### config.mk
export PLATFORM = sky130hd
export DESIGN_NAME = datr_top
export DESIGN_NICKNAME = d
export VERILOG_FILES = /design/src/datr_pkg.sv /design/src/datr_top.sv /design/src/datr_channel.sv
export SDC_FILE = /design/constraint.sdc
export NUM_CORES = 1
export LEC_CHECK = 0
export ABC_AREA = 1
export BUFFER_PORTS_ARGS = -buffer_cell sky130_fd_sc_hd__buf_4
export CAP_MARGIN = 20
export CORE_ASPECT_RATIO = 1.5
export CORE_MARGIN = 10
export CORE_UTILIZATION = 61
export DETAILED_ROUTE_END_ITERATION = 8
export HOLD_SLACK_MARGIN = 0.06
export PLACE_DENSITY = 0.89
export SLEW_MARGIN = 5
export SYNTH_ARGS = -nofsm -noshare
export SYNTH_HDL_FRONTEND = slang
export SYNTH_SLANG_ARGS = --single-unit
### constraint.sdc
create_clock -name sys_clk -period 5.1 [get_ports sys_clk]
set_input_delay 0.255 -clock sys_clk [delete_from_list [all_inputs] [get_ports sys_clk]]
set_output_delay 0.255 -clock sys_clk [all_outputs]
set_load 0.02 [all_outputs]
### src/datr_pkg.sv
// Constants and carrier types for the dual angle tracking readout.
// Assumes a single 100 MHz system clock and synchronous active-low reset.
// Function
// - Each channel tracks shaft angle continuously, one LSB per step, four LSB per step above 55 LSB error, no command.
// - Both channels run identically and independently, sharing one output bus.
// - Select high picks channel A, select low picks channel B.
// - Valid data for the newly selected channel within 640 ns of select change; data_valid rises 650 to 660 ns after the change.
// - Output enable is active low; high floats all 14 data outputs.
// - Valid angle data driven within 640 ns of output enable falling; data_valid rises 650 to 660 ns after the fall.
// - Bus carries angle as binary fraction of a turn, top bit 180 degrees.
// - Output word bit 1 is most significant, bit 14 least significant.
// - Counter steps by error sign and size in closed loop until error nulled.
// - Active-low fault for selected channel sets above 55 LSB, clears below 45.
package datr_pkg;
    localparam int ANGLE_W = 14;
    localparam int CLK_PERIOD_NS = 10;
    localparam int DATA_VALID_NS = 640;
    localparam int FLOAT_NS = 200;
    localparam int DATA_VALID_CYC = DATA_VALID_NS / CLK_PERIOD_NS;
    localparam int FLOAT_CYC = FLOAT_NS / CLK_PERIOD_NS;
    localparam int FAULT_SET_LSB = 55;
    localparam int FAULT_CLR_LSB = 45;
    localparam int SETTLE_W = 7;
    localparam logic [SETTLE_W-1:0] SETTLE_CNT = SETTLE_W'(DATA_VALID_CYC - 1);
    localparam logic [ANGLE_W-1:0] ANGLE_RST = 14'h0000;
    localparam logic SEL_CHAN_A = 1'b1;

    typedef struct packed {
        logic [ANGLE_W-1:0] angle;
        logic fault;
    } datr_chan_type;

    typedef struct packed {
        logic [ANGLE_W-1:0] data;
        logic [ANGLE_W-1:0] oe;
    } datr_bus_type;

    typedef enum logic [1:0] {
        DATR_FLOAT = 2'b01,
        DATR_DRIVE = 2'b10
    } datr_state_type;
endpackage

### src/datr_top.sv
// Dual tracking readout: two channels, select, settle timer and three-state bus.
// Assumes select, enable and target angles come from outside the clock domain.
`timescale 1ns/1ps
module datr_top import datr_pkg::*; #(
    parameter int W = ANGLE_W
) (
    // Clock and reset
    input wire logic sys_clk,
    input wire logic rst_n,
    // Transducer angles
    input wire logic [W-1:0] shaft_angle_a,
    input wire logic [W-1:0] shaft_angle_b,
    // Host control
    input wire logic chan_sel,
    input wire logic out_en_n,
    // Shared data bus, index W-1 is bit 1
    output datr_bus_type angle_word_bits,
    // Status
    output logic data_valid,
    output logic fault_n
);
    if (W != ANGLE_W) begin : g_width_chk
        $error("datr_top: width must equal ANGLE_W");
    end

    ////////////////////////////////////////////////////////////////////////
    // Input synchronisers
    logic [1:0] sel_sync_ff;
    logic [1:0] oe_sync_ff;
    logic [W-1:0] ang_a_s1_ff, ang_a_s2_ff, ang_b_s1_ff, ang_b_s2_ff;

    always_ff @(posedge sys_clk) begin
        if (!rst_n) begin
            sel_sync_ff <= '0;
            oe_sync_ff <= 2'b11;
        end else begin
            sel_sync_ff <= {sel_sync_ff[0], chan_sel};
            oe_sync_ff <= {oe_sync_ff[0], out_en_n};
        end
    end

    always_ff @(posedge sys_clk) begin
        if (!rst_n) begin
            ang_a_s1_ff <= ANGLE_RST;
            ang_a_s2_ff <= ANGLE_RST;
            ang_b_s1_ff <= ANGLE_RST;
            ang_b_s2_ff <= ANGLE_RST;
        end else begin
            ang_a_s1_ff <= shaft_angle_a;
            ang_a_s2_ff <= ang_a_s1_ff;
            ang_b_s1_ff <= shaft_angle_b;
            ang_b_s2_ff <= ang_b_s1_ff;
        end
    end

    ////////////////////////////////////////////////////////////////////////
    // Channels run independently
    datr_chan_type chan_a, chan_b;

    datr_channel #(.W(W)) u_chan_a (
        .sys_clk(sys_clk),
        .rst_n(rst_n),
        .target_angle(ang_a_s2_ff),
        .chan_out(chan_a)
    );

    datr_channel #(.W(W)) u_chan_b (
        .sys_clk(sys_clk),
        .rst_n(rst_n),
        .target_angle(ang_b_s2_ff),
        .chan_out(chan_b)
    );

    ////////////////////////////////////////////////////////////////////////
    // Selection and settle timer
    logic sel_q_ff;
    logic oe_n_q_ff;
    logic [SETTLE_W-1:0] settle_ff;
    datr_state_type state_ff;
    logic [W-1:0] data_ff;
    logic fault_n_ff;
    datr_chan_type chosen;

    assign chosen = (sel_sync_ff[1] == SEL_CHAN_A) ? chan_a : chan_b;

    always_ff @(posedge sys_clk) begin
        if (!rst_n) begin
            sel_q_ff <= 1'b0;
            oe_n_q_ff <= 1'b1;
        end else begin
            sel_q_ff <= sel_sync_ff[1];
            oe_n_q_ff <= oe_sync_ff[1];
        end
    end

    // Bus drive state
    always_ff @(posedge sys_clk) begin
        if (!rst_n) begin
            state_ff <= DATR_FLOAT;
        end else begin
            unique case (state_ff)
                DATR_FLOAT: begin
                    if (!oe_sync_ff[1]) state_ff <= DATR_DRIVE;
                end
                DATR_DRIVE: begin
                    if (oe_sync_ff[1]) state_ff <= DATR_FLOAT;
                end
            endcase
        end
    end

    // Restart settle on select change or enable fall
    always_ff @(posedge sys_clk) begin
        if (!rst_n) begin
            settle_ff <= SETTLE_CNT;
        end else if (sel_q_ff != sel_sync_ff[1]) begin
            settle_ff <= SETTLE_CNT;
        end else if (oe_n_q_ff && !oe_sync_ff[1]) begin
            settle_ff <= SETTLE_CNT;
        end else if (settle_ff != '0) begin
            settle_ff <= settle_ff - 1'b1;
        end
    end

    // Transparent latch: follows selected counter every cycle
    always_ff @(posedge sys_clk) begin
        if (!rst_n) begin
            data_ff <= ANGLE_RST;
            fault_n_ff <= 1'b1;
        end else begin
            data_ff <= chosen.angle;
            fault_n_ff <= ~chosen.fault;
        end
    end

    ////////////////////////////////////////////////////////////////////////
    // Outputs
    assign angle_word_bits.data = data_ff;
    assign angle_word_bits.oe = {W{state_ff == DATR_DRIVE}};
    assign data_valid = (state_ff == DATR_DRIVE) && (settle_ff == '0);
    assign fault_n = fault_n_ff;
endmodule

### src/datr_channel.sv
// One tracking channel: closed-loop up/down position counter with fault hysteresis.
// Assumes the target angle arrives synchronised to sys_clk.
`timescale 1ns/1ps
module datr_channel import datr_pkg::*; #(
    parameter int W = ANGLE_W
) (
    // Clock and reset
    input wire logic sys_clk,
    input wire logic rst_n,
    // Target shaft angle
    input wire logic [W-1:0] target_angle,
    // Result
    output datr_chan_type chan_out
);
    if (W != ANGLE_W) begin : g_width_chk
        $error("datr_channel: width must equal ANGLE_W");
    end

    logic [W-1:0] pos_ff;
    logic fault_ff;
    logic [W-1:0] err_raw;
    logic [W-1:0] err_mag;
    logic err_neg;
    logic [W-1:0] step;

    // Signed shortest-path error, modulo a turn
    always_comb begin
        err_raw = target_angle - pos_ff;
        err_neg = err_raw[W-1];
        err_mag = err_neg ? W'(~err_raw + 1'b1) : err_raw;
        step = (err_mag > W'(FAULT_SET_LSB)) ? W'(4) : W'(1);
        if (err_mag == '0) begin
            step = '0;
        end
    end

    // Up/down counter nulls error, wraps freely
    always_ff @(posedge sys_clk) begin
        if (!rst_n) begin
            pos_ff <= ANGLE_RST;
        end else if (err_neg) begin
            pos_ff <= pos_ff - step;
        end else begin
            pos_ff <= pos_ff + step;
        end
    end

    // Fault flag with hysteresis
    always_ff @(posedge sys_clk) begin
        if (!rst_n) begin
            fault_ff <= 1'b0;
        end else if (err_mag > W'(FAULT_SET_LSB)) begin
            fault_ff <= 1'b1;
        end else if (err_mag < W'(FAULT_CLR_LSB)) begin
            fault_ff <= 1'b0;
        end
    end

    assign chan_out.angle = pos_ff;
    assign chan_out.fault = fault_ff;
endmodule

Word-level counts from Yosys, hierarchy flattened
Cells that the tools add are included.
W data, S select, Z words.
{"block": "word_totals", "in_bits": 32, "output_inout_bits": 30, "reg_bits": 116, "wordCells": 65}
{"block": "classes", "muxes": 16, "addsub": 9, "bitwise": 4, "n_reduce_logical": 11, "n_eq_ne": 5, "n_lt_le_gt_ge": 4}
{"op": "$mux W14", "count": 6}
{"op": "$sub A14 B14 Y14", "count": 4}
{"op": "$add A14 B1 Y14 const B", "count": 2}
{"op": "$add A14 B14 Y14", "count": 2}
{"op": "$gt A14 B6 Y1 const B", "count": 2}
{"op": "$logic_not A14 Y1", "count": 2}
{"op": "$lt A14 B6 Y1 const B", "count": 2}
{"op": "$not A14 Y14", "count": 2}
{"op": "$mux W15", "count": 1}
{"op": "$logic_not A7 Y1", "count": 1}
{"op": "$reduce_bool A7 Y1", "count": 1}
{"op": "$sub A7 B1 Y7 const B", "count": 1}
{"op": "$mux W3", "count": 2}
{"op": "$mux W1", "count": 4}
{"op": "$mux W2", "count": 2}
{"op": "$pmux W2 S2", "count": 1}
{"op": "$reduce_bool A2 Y1", "count": 2}
{"op": "$reduce_or A3 Y1", "count": 1}
{"op": "$eq A2 B1 Y1 const B", "count": 1}
{"op": "$eq A2 B2 Y1 const B", "count": 1}
{"op": "$logic_and A1 B1 Y1", "count": 2}
{"op": "$ne A2 B1 Y1 const B", "count": 1}
{"op": "$ne A2 B2 Y1 const B", "count": 1}
{"op": "$not A1 Y1", "count": 2}
{"op": "3 further kinds", "count": 3}

Depth between registers and ports, before layout
Gate-level depths: netlist of the first run.
{"block": "depth", "depth_word": 9, "depth_mapped": 32, "depth_no_buf": 31}

By module
From an unflattened synthesis of the first run, not the netlist that was laid out.
{"block": "unflattened", "cells_unflattened": 1164, "area_unflattened_um2": 7701.1}
{"module": "datr_top", "n_inst": 1, "cells_per_inst": 348, "seq_area_each_um2": 1721.7, "area_per_inst_um2": 2904.0}
{"module": "datr_channel at u_chan_a", "n_inst": 1, "cells_per_inst": 410, "seq_area_each_um2": 300.3, "area_per_inst_um2": 2449.8}
{"module": "datr_channel at u_chan_b", "n_inst": 1, "cells_per_inst": 406, "seq_area_each_um2": 300.3, "area_per_inst_um2": 2347.3}

Worst setup path before layout of the first run
No wires, ideal clock.
{"block": "synth_path", "kind": "reg2reg", "from": "reg ang_a_s2_ff[0]", "to": "reg u_chan_a.pos_ff[11]", "required_ps": 4987, "setup_ps": 113, "stages_incl_launch_ff": 29, "arrival_time_ps": 4004, "setup_slack_ps": 983, "period_less_slack_ps": 4117, "n_path_buf": 0, "path_cell_list": "dfxtp_1 -> inv_1 -> ha_1 -> fa_1 -> ha_1 -> inv_1 -> nor2_1 -> nand2_1 -> nor2_1 -> nand2_2 -> nor2_2 -> nand3_1 -> nand2_1 -> nand2_1 -> nand2_1 -> nand2_1 -> nor3b_2 -> nand2_1 -> ha_1 -> or2_2 -> ha_1 -> inv_1 -> nor3_1 -> nand3_1 -> o2111ai_1 -> a31o_2 -> nand2_1 -> nand2_1 -> nor2_1"}
{"block": "synth_via", "elab_chain_cells": 9, "elab_cells_between_ends": 11, "cone_classes": "add/sub: 4; order compare: 1; mux: 4; bitwise: 1; reduce/logical: 1"}
{"item": "from (decl)", "line": "datr_top.sv:30", "text": "logic [W-1:0] ang_a_s1_ff, ang_a_s2_ff, ang_b_s1_ff, ang_b_s2_ff;"}
{"item": "from (signal assigned)", "line": "datr_top.sv:50", "text": "ang_a_s2_ff <= ang_a_s1_ff;"}
{"item": "$sub A14 B14 Y14 (*)", "line": "datr_channel.sv:28", "text": "err_raw = target_angle - pos_ff;"}
{"item": "$not A14 Y14", "line": "datr_channel.sv:30", "text": "err_mag = err_neg ? W'(~err_raw + 1'b1) : err_raw;"}
{"item": "$add A14 B1 Y14", "line": "datr_channel.sv:30"}
{"item": "$mux W14", "line": "datr_channel.sv:30"}
{"item": "$gt A14 B6 Y1", "line": "datr_channel.sv:31", "text": "step = (err_mag > W'(FAULT_SET_LSB)) ? W'(4) : W'(1);"}
{"item": "$mux W3", "line": "datr_channel.sv:31"}
{"item": "$mux W14", "line": "datr_channel.sv:32", "text": "if (err_mag == '0) begin"}
{"item": "$add A14 B14 Y14 / $sub A14 B14 Y14 (equally long branches)", "line": "datr_channel.sv:44, datr_channel.sv:42"}
{"item": "$mux W14 (*)", "line": "datr_channel.sv:41", "text": "end else if (err_neg) begin"}
{"item": "to (signal assigned)", "line": "datr_channel.sv:42", "text": "pos_ff <= pos_ff - step;"}
{"item": "to (signal assigned)", "line": "datr_channel.sv:44", "text": "pos_ff <= pos_ff + step;"}
{"item": "to (decl)", "line": "datr_channel.sv:19", "text": "logic [W-1:0] pos_ff;"}
Mark *: on every way between the ends. The rest lies on a longest branch, timed or not.
A chain may end at the register's enable or synchronous reset.

Worst setup path in the final report of the first run
{"block": "layout_path", "from": "reg ang_b_s2_ff[0]", "to": "reg u_chan_b.pos_ff[13]"}
{"block": "layout_via", "elab_chain_cells": 9, "elab_cells_between_ends": 11, "cone_classes": "add/sub: 4; order compare: 1; mux: 4; bitwise: 1; reduce/logical: 1"}
{"item": "from (decl)", "line": "datr_top.sv:30"}
{"item": "from (signal assigned)", "line": "datr_top.sv:52", "text": "ang_b_s2_ff <= ang_b_s1_ff;"}
{"item": "$sub A14 B14 Y14 (*)", "line": "datr_channel.sv:28"}
{"item": "$not A14 Y14", "line": "datr_channel.sv:30"}
{"item": "$add A14 B1 Y14", "line": "datr_channel.sv:30"}
{"item": "$mux W14", "line": "datr_channel.sv:30"}
{"item": "$gt A14 B6 Y1", "line": "datr_channel.sv:31"}
{"item": "$mux W3", "line": "datr_channel.sv:31"}
{"item": "$mux W14", "line": "datr_channel.sv:32"}
{"item": "$add A14 B14 Y14 / $sub A14 B14 Y14 (equally long branches)", "line": "datr_channel.sv:44, datr_channel.sv:42"}
{"item": "$mux W14 (*)", "line": "datr_channel.sv:41"}
{"item": "to (signal assigned)", "line": "datr_channel.sv:42"}
{"item": "to (signal assigned)", "line": "datr_channel.sv:44"}
{"item": "to (decl)", "line": "datr_channel.sv:19"}
Marks and branches as above.

==> metrics list, run 1 <==
* Outcome: completed
- Headroom to the max-slew limit: 0.371
* Synth Register Bits: 116
* Number of distinct library cell variants in the gate-level netlist after synthesis: 46
* Clock input transition at the sequential cells of the worst setup and hold paths: 0.06 ns
- Number of synthesized flops with an enable pin: 0
- The final route contains 7277 vias.
- The clock reaches the later pin of the worst-skew pair after 0.42 ns.
- Final HPWL from detailed placement: 13200 um
- Remaining antenna violation count after routing: 0
- Reported net switching power: 0.00325 W
- Setup-violating endpoint count in the final report: 0
- Entering global routing, the biggest net connects 104 pins.
* Number of top-level pins: 62
- Tmin final: 4.79 ns
- Post-CTS Setup Inserts: 0
- Max-cap violations in this run came to 0.
- In the post-synthesis netlist, the biggest area contributors are sky130_fd_sc_hd__dfxtp_1, sky130_fd_sc_hd__nand2_1, sky130_fd_sc_hd__inv_1, sky130_fd_sc_hd__ha_1, sky130_fd_sc_hd__a21oi_1.
- In the final design database the tool counted 1243 nets.
- The share of the Yosys chip area taken by registers is 0.320.
- Hold Path Class: primary input to register
- Crit path required time: 5.41 ns
- TritonCTS created 17 clock buffers.
- Final weighted congestion in routability-driven placement: 0.913
- Worst reg2reg path depth: 29
- The cell sitting at the root of the clock tree is a sky130_fd_sc_hd__clkbuf_16.
- Syn Area/Cell: 6.79 um2
- The initial utilization of the core area, before any placement, comes to 0.626.
- Routed len/inst: 15.4 um
* Startpoint of the worst-slack reg-to-reg timing path: ang_b_s2_ff[0]
* Worst setup startpoint: ang_b_s2_ff[0]
- Among all stages on the critical path, the largest delay is contributed by sky130_fd_sc_hd__fa_1.
- The worst setup path is captured at a register.
* Die width: 109 um
* Worst ir drop on vdd: 424 uV
* Element type at the critical path start: register
- The worst register-to-register path ends at u_chan_b.pos_ff[13].
- Portion of total power attributed to sequential cells: 0.184
- Synth-to-Final Area Change: 19.2%
* Maximum root-to-sink buffer count: 2
- Share of flip-flops with an asynchronous set or reset after synthesis: 0
* Static leakage power: 4.79 nW
- For this design, the sink count on the clock tree is 116.
* Number of antenna violations at the first check in global routing: 2
* Overall die height: 154 um
- Cell accounting for the most synthesized area: sky130_fd_sc_hd__dfxtp_1
* Final number of max-transition violations: 0
* Multi-input logic area: 4010 um2
- Dividing the final minimum period by the clock period gives 0.940.
- DRC violation total after the first TritonRoute iteration: 482
- In the final layout, flip-flops and latches occupy 2320 um2.
- Detailed Route WL: 20200 um
- The clock arrives with 0.00968 ns of skew.
- After detailed routing, the number of remaining DRC violations is 0.
* Fraction of layout instances using a drive strength above 1: 0.133
- Signal arrival time at the worst endpoint: 5.10 ns
* End of the critical path: u_chan_b.pos_ff[13]
* Internal Power: 0.00319 W
- Yosys printed 0 warnings.
- For this run, the top clock speed supported by timing is 0.209 GHz.
* Max H-tree Level: 4
- In this run the power density over the cells is 744 nW/um2.
- All-layer global routing usage: 0.239
* Worst stage delay on the critical path: 0.39 ns
- Number of standard-cell rows in the floorplan: 48
* Fraction of power spent switching nets: 0.505
- The pre-antenna-repair detailed-routing pass consisted of 5 iterations.
- Portion of total power attributed to the clock network: 0.185
- Slew of the pin with the lowest slew margin: 0.943 ns
- In the post-synthesis netlist, the cell with the most instances is sky130_fd_sc_hd__nand2_1.
* Most frequent cells after synthesis: sky130_fd_sc_hd__nand2_1, sky130_fd_sc_hd__inv_1, sky130_fd_sc_hd__dfxtp_1
- The die covers 16700 um2.
- The count of final hold-check violations came to 0.
* Largest fanout of any net on the critical path: 5
- TritonCTS built the clock tree.
* Core area: 11600 um2
* Utilization of the core after routing: 0.746
* Total power draw: 0.00643 W
* # fillers: 819
- Counting every net in the synthesized netlist gives 1161.
- Reg2reg setup slack: 0.31 ns
* Number of global-route vias before repair: 7208
- The total overflow left after global routing is 0.
- Combinational power share: 0.632
* Top cell type's share of synthesized area: 0.320
* PortBufs: 61
- Counting stages on the worst path, the most repeated cell is sky130_fd_sc_hd__nand2_1.
* Post-Syn Area: 7250 um2
- Top flip-flop cell by instance count after synthesis: sky130_fd_sc_hd__dfxtp_1
* Type of the worst setup path: register to register
- The first global-routing pass estimated 32100 um of wire.
* Post-Syn Instances: 1068
* Detailed-route vias per instance: 5.53
==> cell usage in the layout (no fill, tap or decap), types with 3 or more instances in the layout <==
| master | instances |
|---|---|
| sky130_fd_sc_hd__nor2_1 | 57 |
| sky130_fd_sc_hd__a21o_1 | 3 |
| sky130_fd_sc_hd__xnor2_1 | 6 |
| sky130_fd_sc_hd__or2_2 | 5 |
| sky130_fd_sc_hd__clkbuf_16 | 17 |
| sky130_fd_sc_hd__dfxtp_1 | 116 |
| sky130_fd_sc_hd__o21ai_0 | 56 |
| sky130_fd_sc_hd__nand3b_1 | 8 |
| sky130_fd_sc_hd__o21ai_1 | 6 |
| sky130_fd_sc_hd__inv_2 | 4 |
| sky130_fd_sc_hd__clkinv_4 | 3 |
| sky130_fd_sc_hd__nand2_1 | 279 |
| sky130_fd_sc_hd__buf_4 | 62 |
| sky130_fd_sc_hd__nand2_4 | 3 |
| sky130_fd_sc_hd__xor2_1 | 8 |
| sky130_fd_sc_hd__clkinvlp_4 | 4 |
| sky130_fd_sc_hd__nor3_1 | 11 |
| sky130_fd_sc_hd__fa_1 | 4 |
| sky130_fd_sc_hd__nand3_2 | 4 |
| sky130_fd_sc_hd__inv_1 | 201 |
| sky130_fd_sc_hd__ha_1 | 55 |
| sky130_fd_sc_hd__nor2_2 | 5 |
| sky130_fd_sc_hd__nand4_1 | 10 |
| sky130_fd_sc_hd__nand2_2 | 22 |
| sky130_fd_sc_hd__dlygate4sd3_1 | 30 |
| sky130_fd_sc_hd__diode_2 | 4 |
| sky130_fd_sc_hd__a21oi_2 | 3 |
| sky130_fd_sc_hd__a21oi_1 | 75 |
| sky130_fd_sc_hd__inv_6 | 3 |
| sky130_fd_sc_hd__nand3_1 | 66 |
==> critical path, delay by kind of cell, from the launching register on <==
kind	cells	cell delay (ns)
DFF	1	0.30
adders and majority gates	4	1.15
buffers and inverters	2	0.15
and+or+nand+nor	18	2.15
AOI/OAI and AO/OA	5	0.92
==> sequential cells by signal, summed over array words and instances, names as in the netlist, 7 cells and up <==
signal,count
ang_a_s2_ff,14
u_chan_b.pos_ff,14
data_ff,14
ang_b_s1_ff,14
ang_b_s2_ff,14
settle_ff,7
ang_a_s1_ff,14
u_chan_a.pos_ff,14
==> timing repair <==
action,4_1_cts,5_1_grt
endpoints found under the setup margin,0,5
gates resized for setup,0,6
endpoints found under the hold margin,30,0
hold buffers,30,0
==> layer usage <==
layer  part of all wire  routed length [um]  vias up  global-route usage
li1                   -                   -     3537                   -
met1               0.33                6650     3272               0.205
met2               0.52               10600      332               0.437
met3              0.059                1200      136              0.0569
met4              0.088                1770        0               0.205
met5                  0                   0        -                   0
==> worst min path at each step <==
stage,startpoint,endpoint,slack (ns),depth (start not counted)
finish,rst_n,oe_n_q_ff,0.40,2
global route,oe_sync_ff[0],oe_sync_ff[1],0.42,1
CTS,ang_b_s1_ff[9],ang_b_s2_ff[9],0.41,2
detailed placement,ang_a_s1_ff[12],ang_a_s2_ff[12],0.39,2
global placement,ang_a_s1_ff[2],ang_a_s2_ff[2],0.39,2
floorplan,shaft_angle_a[0],ang_a_s1_ff[0],0.35,2
==> cell type report <==
cell class / instances / area share
multi-input combinational: 718 / 0.464
tap: 150 / 0.0217
antenna: 4 / 0.00116
sequential: 116 / 0.269
clock inverter: 14 / 0.0177
inverter: 205 / 0.0890
timing repair buffer: 92 / 0.0885
clock buffer: 18 / 0.0496
==> metrics by stage <==
step	area [um2]	setup slack [ns]	hold slack, ns	instances	TNS (ns)
2_1_floorplan	7250	0.983	0.353	1068	0
4_1_cts	8610	0.417	0.409	1313	0
6_report	8650	0.307	0.404	1317	0
5_1_grt	8640	-0.0644	0.423	1315	-0.174
3_5_place_dp	7720	0.527	0.395	1251	0
3_3_place_gp	7720	0.583	0.393	1251	0
==> kinds of logic (layout without fill, tap and decap cells) <==
family | after synthesis | in the layout | share of synthesized area
flops | 116 | 116 | 0.320
simple gates | 481 | 481 | 0.299
buf+inv | 234 | 329 | 0.131
other cells | 0 | 4 | 0
xor+xnor | 15 | 15 | 0.0191
fa+ha+maj | 61 | 61 | 0.109
compound gates | 161 | 161 | 0.121
==> power by group through the flow <==
stage          Sequential (W)  Combinational (W)  Clock, W
4_1_cts               0.00117            0.00386   0.00118
3_5_place_dp          0.00119            0.00376         0
3_3_place_gp          0.00118            0.00367         0
5_1_grt               0.00120            0.00451   0.00123
6_report              0.00118            0.00406   0.00119
2_1_floorplan         0.00119            0.00300         0
Note: power is estimated with default switching activity, not from simulation.
==> inputs of run 2 (changes only) <==
--- a/config.mk
+++ b/config.mk
@@ -13,7 +13,7 @@
 export CORE_UTILIZATION = 61
 export DETAILED_ROUTE_END_ITERATION = 8
 export HOLD_SLACK_MARGIN = 0.06
-export PLACE_DENSITY = 0.89
+export PLACE_DENSITY = 0.91
 export SLEW_MARGIN = 5
 export SYNTH_ARGS = -nofsm -noshare
 export SYNTH_HDL_FRONTEND = slang
==> metrics list, run 2 (synthesis gave the netlist of run 1 again) <==
- The number of inserted filler cells in the final layout was 829 (was 819).
* Die outline area: 16700 um2 (unchanged)
* Overall die height: 154 um (unchanged)
* Final weighted congestion in routability-driven placement: 0.975 (was 0.913)
- Crit path required time: 5.44 ns (was 5.41 ns)
- The number of rows in the core area came to 48 (unchanged).
* Utilization of the core after routing: 0.740 (was 0.746)
- Core area: 11600 um2 (unchanged)
- Cell area after placement: 7720 um2 (unchanged)
- Largest fanout of any net on the critical path: 11 (was 5)
- Tmin final: 4.89 ns (was 4.79 ns)
- Final Instance Area: 8570 um2 (was 8650 um2)
* DRC violation total after the first TritonRoute iteration: 599 (was 482)
- The path depth of the worst reg2reg path is 25 (was 29).
- Largest net degree at the start of global routing: 104 (unchanged)
- The maximum clock path buffer count came to 2 (unchanged).
* Post-Route Setup TNS: 0 ns (unchanged)
* Total clock buffers created by CTS: 17 (unchanged)
* Type of element capturing the critical path: register (unchanged)
- Most common cell after layout, fill and taps aside: sky130_fd_sc_hd__nand2_1 (unchanged)
* Routed len/inst: 15.0 um (was 15.4 um)
* Static leakage power: 4.76 nW (was 4.79 nW)
* Slew of the pin with the lowest slew margin: 0.943 ns (about the same)
* Vias: 7139 (was 7277)
- Ratio of total power to cell area: 736 nW/um2 (was 744 nW/um2)
* Final hold vios: 0 (unchanged)
- Hold Path Cell Cnt: 3 (was 2)
* Type of the worst setup path: register to register (unchanged)
- The clock latency on the worst-skew pair is 0.42 ns (about the same).
- Register area: 2320 um2 (unchanged)
- PortBufs: 61 (unchanged)
- The highest attainable clock frequency was 0.205 GHz (was 0.209 GHz).
* Setup repair after global routing missed its margin: false
- Die width: 109 um (unchanged)
- The first-pass GRT wire length is 31400 um (was 32100 um).
- Number of antenna violations at the first check in global routing: 1 (was 2)
* Number of global-route vias before repair: 7014 (was 7208)
* Synth-to-Final Area Change: 18.2% (was 19.2%)
- The clock tree from TritonCTS is built (unchanged).
* All-layer global routing usage: 0.234 (was 0.239)
- The startpoint class of the critical path is a register (unchanged).
* GR Overflow Total: 0 (unchanged)
- Number of top-level pins: 62 (unchanged)
- Remaining antenna violation count after routing: 0 (unchanged)
* Commonest cells after routing, fill and taps aside: sky130_fd_sc_hd__nand2_1, sky130_fd_sc_hd__inv_1, sky130_fd_sc_hd__dfxtp_1 (unchanged)
- Worst slack on hold paths: 0.0766 ns (was 0.404 ns)
- The clock sink total is 116 (unchanged).
* Worst ir drop on vdd: 447 uV (was 424 uV)
- The share of the cycle needed by the critical path after routing was 0.959 (was 0.940).
* Fraction of layout instances using a drive strength above 1: 0.131 (was 0.133)
* Reg2reg setup slack: 0.21 ns (was 0.31 ns)
* Final number of max-transition violations: 0 (unchanged)
- Multi-input logic area: 3990 um2 (was 4010 um2)
- Max H-tree Level: 4 (unchanged)
- The half-perimeter wire length of the detailed placement result came to 13500 um (was 13200 um).
- Total power draw: 0.00631 W (was 0.00643 W)
* Detailed Route WL: 19600 um (was 20200 um)
- The register clock-pin slew on the reported worst setup and hold paths was 0.06 ns (about the same).
- The path type of the worst min-delay path is primary input to register (unchanged).
* Signal arrival time at the worst endpoint: 5.23 ns (was 5.10 ns)
- Total iterations of the first detailed-routing run: 7 (was 5)
* Max Cap Viol: 0 (unchanged)
* Starting utilization of the core area: 0.626 (unchanged)
* Final net count: 1240 (was 1243)
- The total setup violations reported at the end of the flow was 0 (unchanged).
* Number of DRC violations after detailed routing: 0 (unchanged)
* Detailed-route vias per instance: 5.45 (was 5.53)
- Outcome: completed (unchanged).
- The final clock skew is 0.00902 ns (was 0.00968 ns).
- The root buffer cell is sky130_fd_sc_hd__clkbuf_16 (unchanged).
- The worst slew margin relative to its limit was 0.372 (was 0.371).
## run 2: path summary, 6_finish.rpt
check                        endpoint           startpoint
setup reg to reg  u_chan_b.pos_ff[13]  u_chan_b.pos_ff[12]
hold reg to reg        ang_b_s2_ff[9]       ang_b_s1_ff[9]
setup / recovery  u_chan_b.pos_ff[13]  u_chan_b.pos_ff[12]
hold / removal         ang_a_s1_ff[1]     shaft_angle_a[1]
## run 2: metal layers
metal / part of all wire / track usage / vias to the layer above
met5: 0 / 0 / -
met2: 0.53 / 0.428 / 302
met3: 0.058 / 0.0552 / 108
met1: 0.34 / 0.214 / 3214
li1: - / - / 3515
met4: 0.065 / 0.170 / 0
## run 2: area by class of cell
class / instances / share of cell area
multi-input cells: 718 / 0.465
diodes: 1 / 0.000292
clock buffers: 18 / 0.0512
flip-flops and latches: 116 / 0.271
inverters: 205 / 0.0898
well taps: 150 / 0.0219
repair buffers: 89 / 0.0858
clock inverters: 14 / 0.0152
## run 2: critical path, stage by stage, from the launching register on
cell and delay, ns:
sky130_fd_sc_hd__dfxtp_1 0.37, sky130_fd_sc_hd__inv_1 0.07, sky130_fd_sc_hd__ha_1 0.34, sky130_fd_sc_hd__a21oi_1 0.22
sky130_fd_sc_hd__o21ai_0 0.16, sky130_fd_sc_hd__a21oi_1 0.31, sky130_fd_sc_hd__nand3_1 0.20, sky130_fd_sc_hd__nand2_2 0.19
sky130_fd_sc_hd__nand2_1 0.07, sky130_fd_sc_hd__nand2_1 0.08, sky130_fd_sc_hd__inv_1 0.06, sky130_fd_sc_hd__nand3_1 0.09
sky130_fd_sc_hd__nand2_2 0.08, sky130_fd_sc_hd__nor2_4 0.16, sky130_fd_sc_hd__nand2_2 0.08, sky130_fd_sc_hd__ha_1 0.17
sky130_fd_sc_hd__or2_1 0.40, sky130_fd_sc_hd__ha_1 0.45, sky130_fd_sc_hd__nand2_1 0.11, sky130_fd_sc_hd__nor3_1 0.25
sky130_fd_sc_hd__nand3_1 0.12, sky130_fd_sc_hd__o2111ai_1 0.27, sky130_fd_sc_hd__nand2_1 0.12, sky130_fd_sc_hd__nand3_1 0.13
sky130_fd_sc_hd__o21ai_1 0.10, sky130_fd_sc_hd__a21oi_1 0.19
## run 2: through the flow
stage	instances	setup slack, ns
after floorplan	1068	0.983
after global placement	1251	0.581
after detailed placement	1251	0.465
after CTS	1310	0.452
after global routing	1311	0.00545
final	1311	0.210
## run 2: report_power, final
part           total (W)  switching, W  internal [W]  leakage [nW]
clock            0.00114      0.000454      0.000685         0.265
sequential       0.00118      0.000109       0.00107         0.960
combinational    0.00399       0.00263       0.00136          3.53
## run 2: repair_timing
action | 4_1_cts | 5_1_grt
gates resized for setup | 0 | 2
buffers inserted | 0 | 0
endpoints found under the setup margin | 0 | 2
hold buffers | 27 | 0
endpoints found under the hold margin | 27 | 0
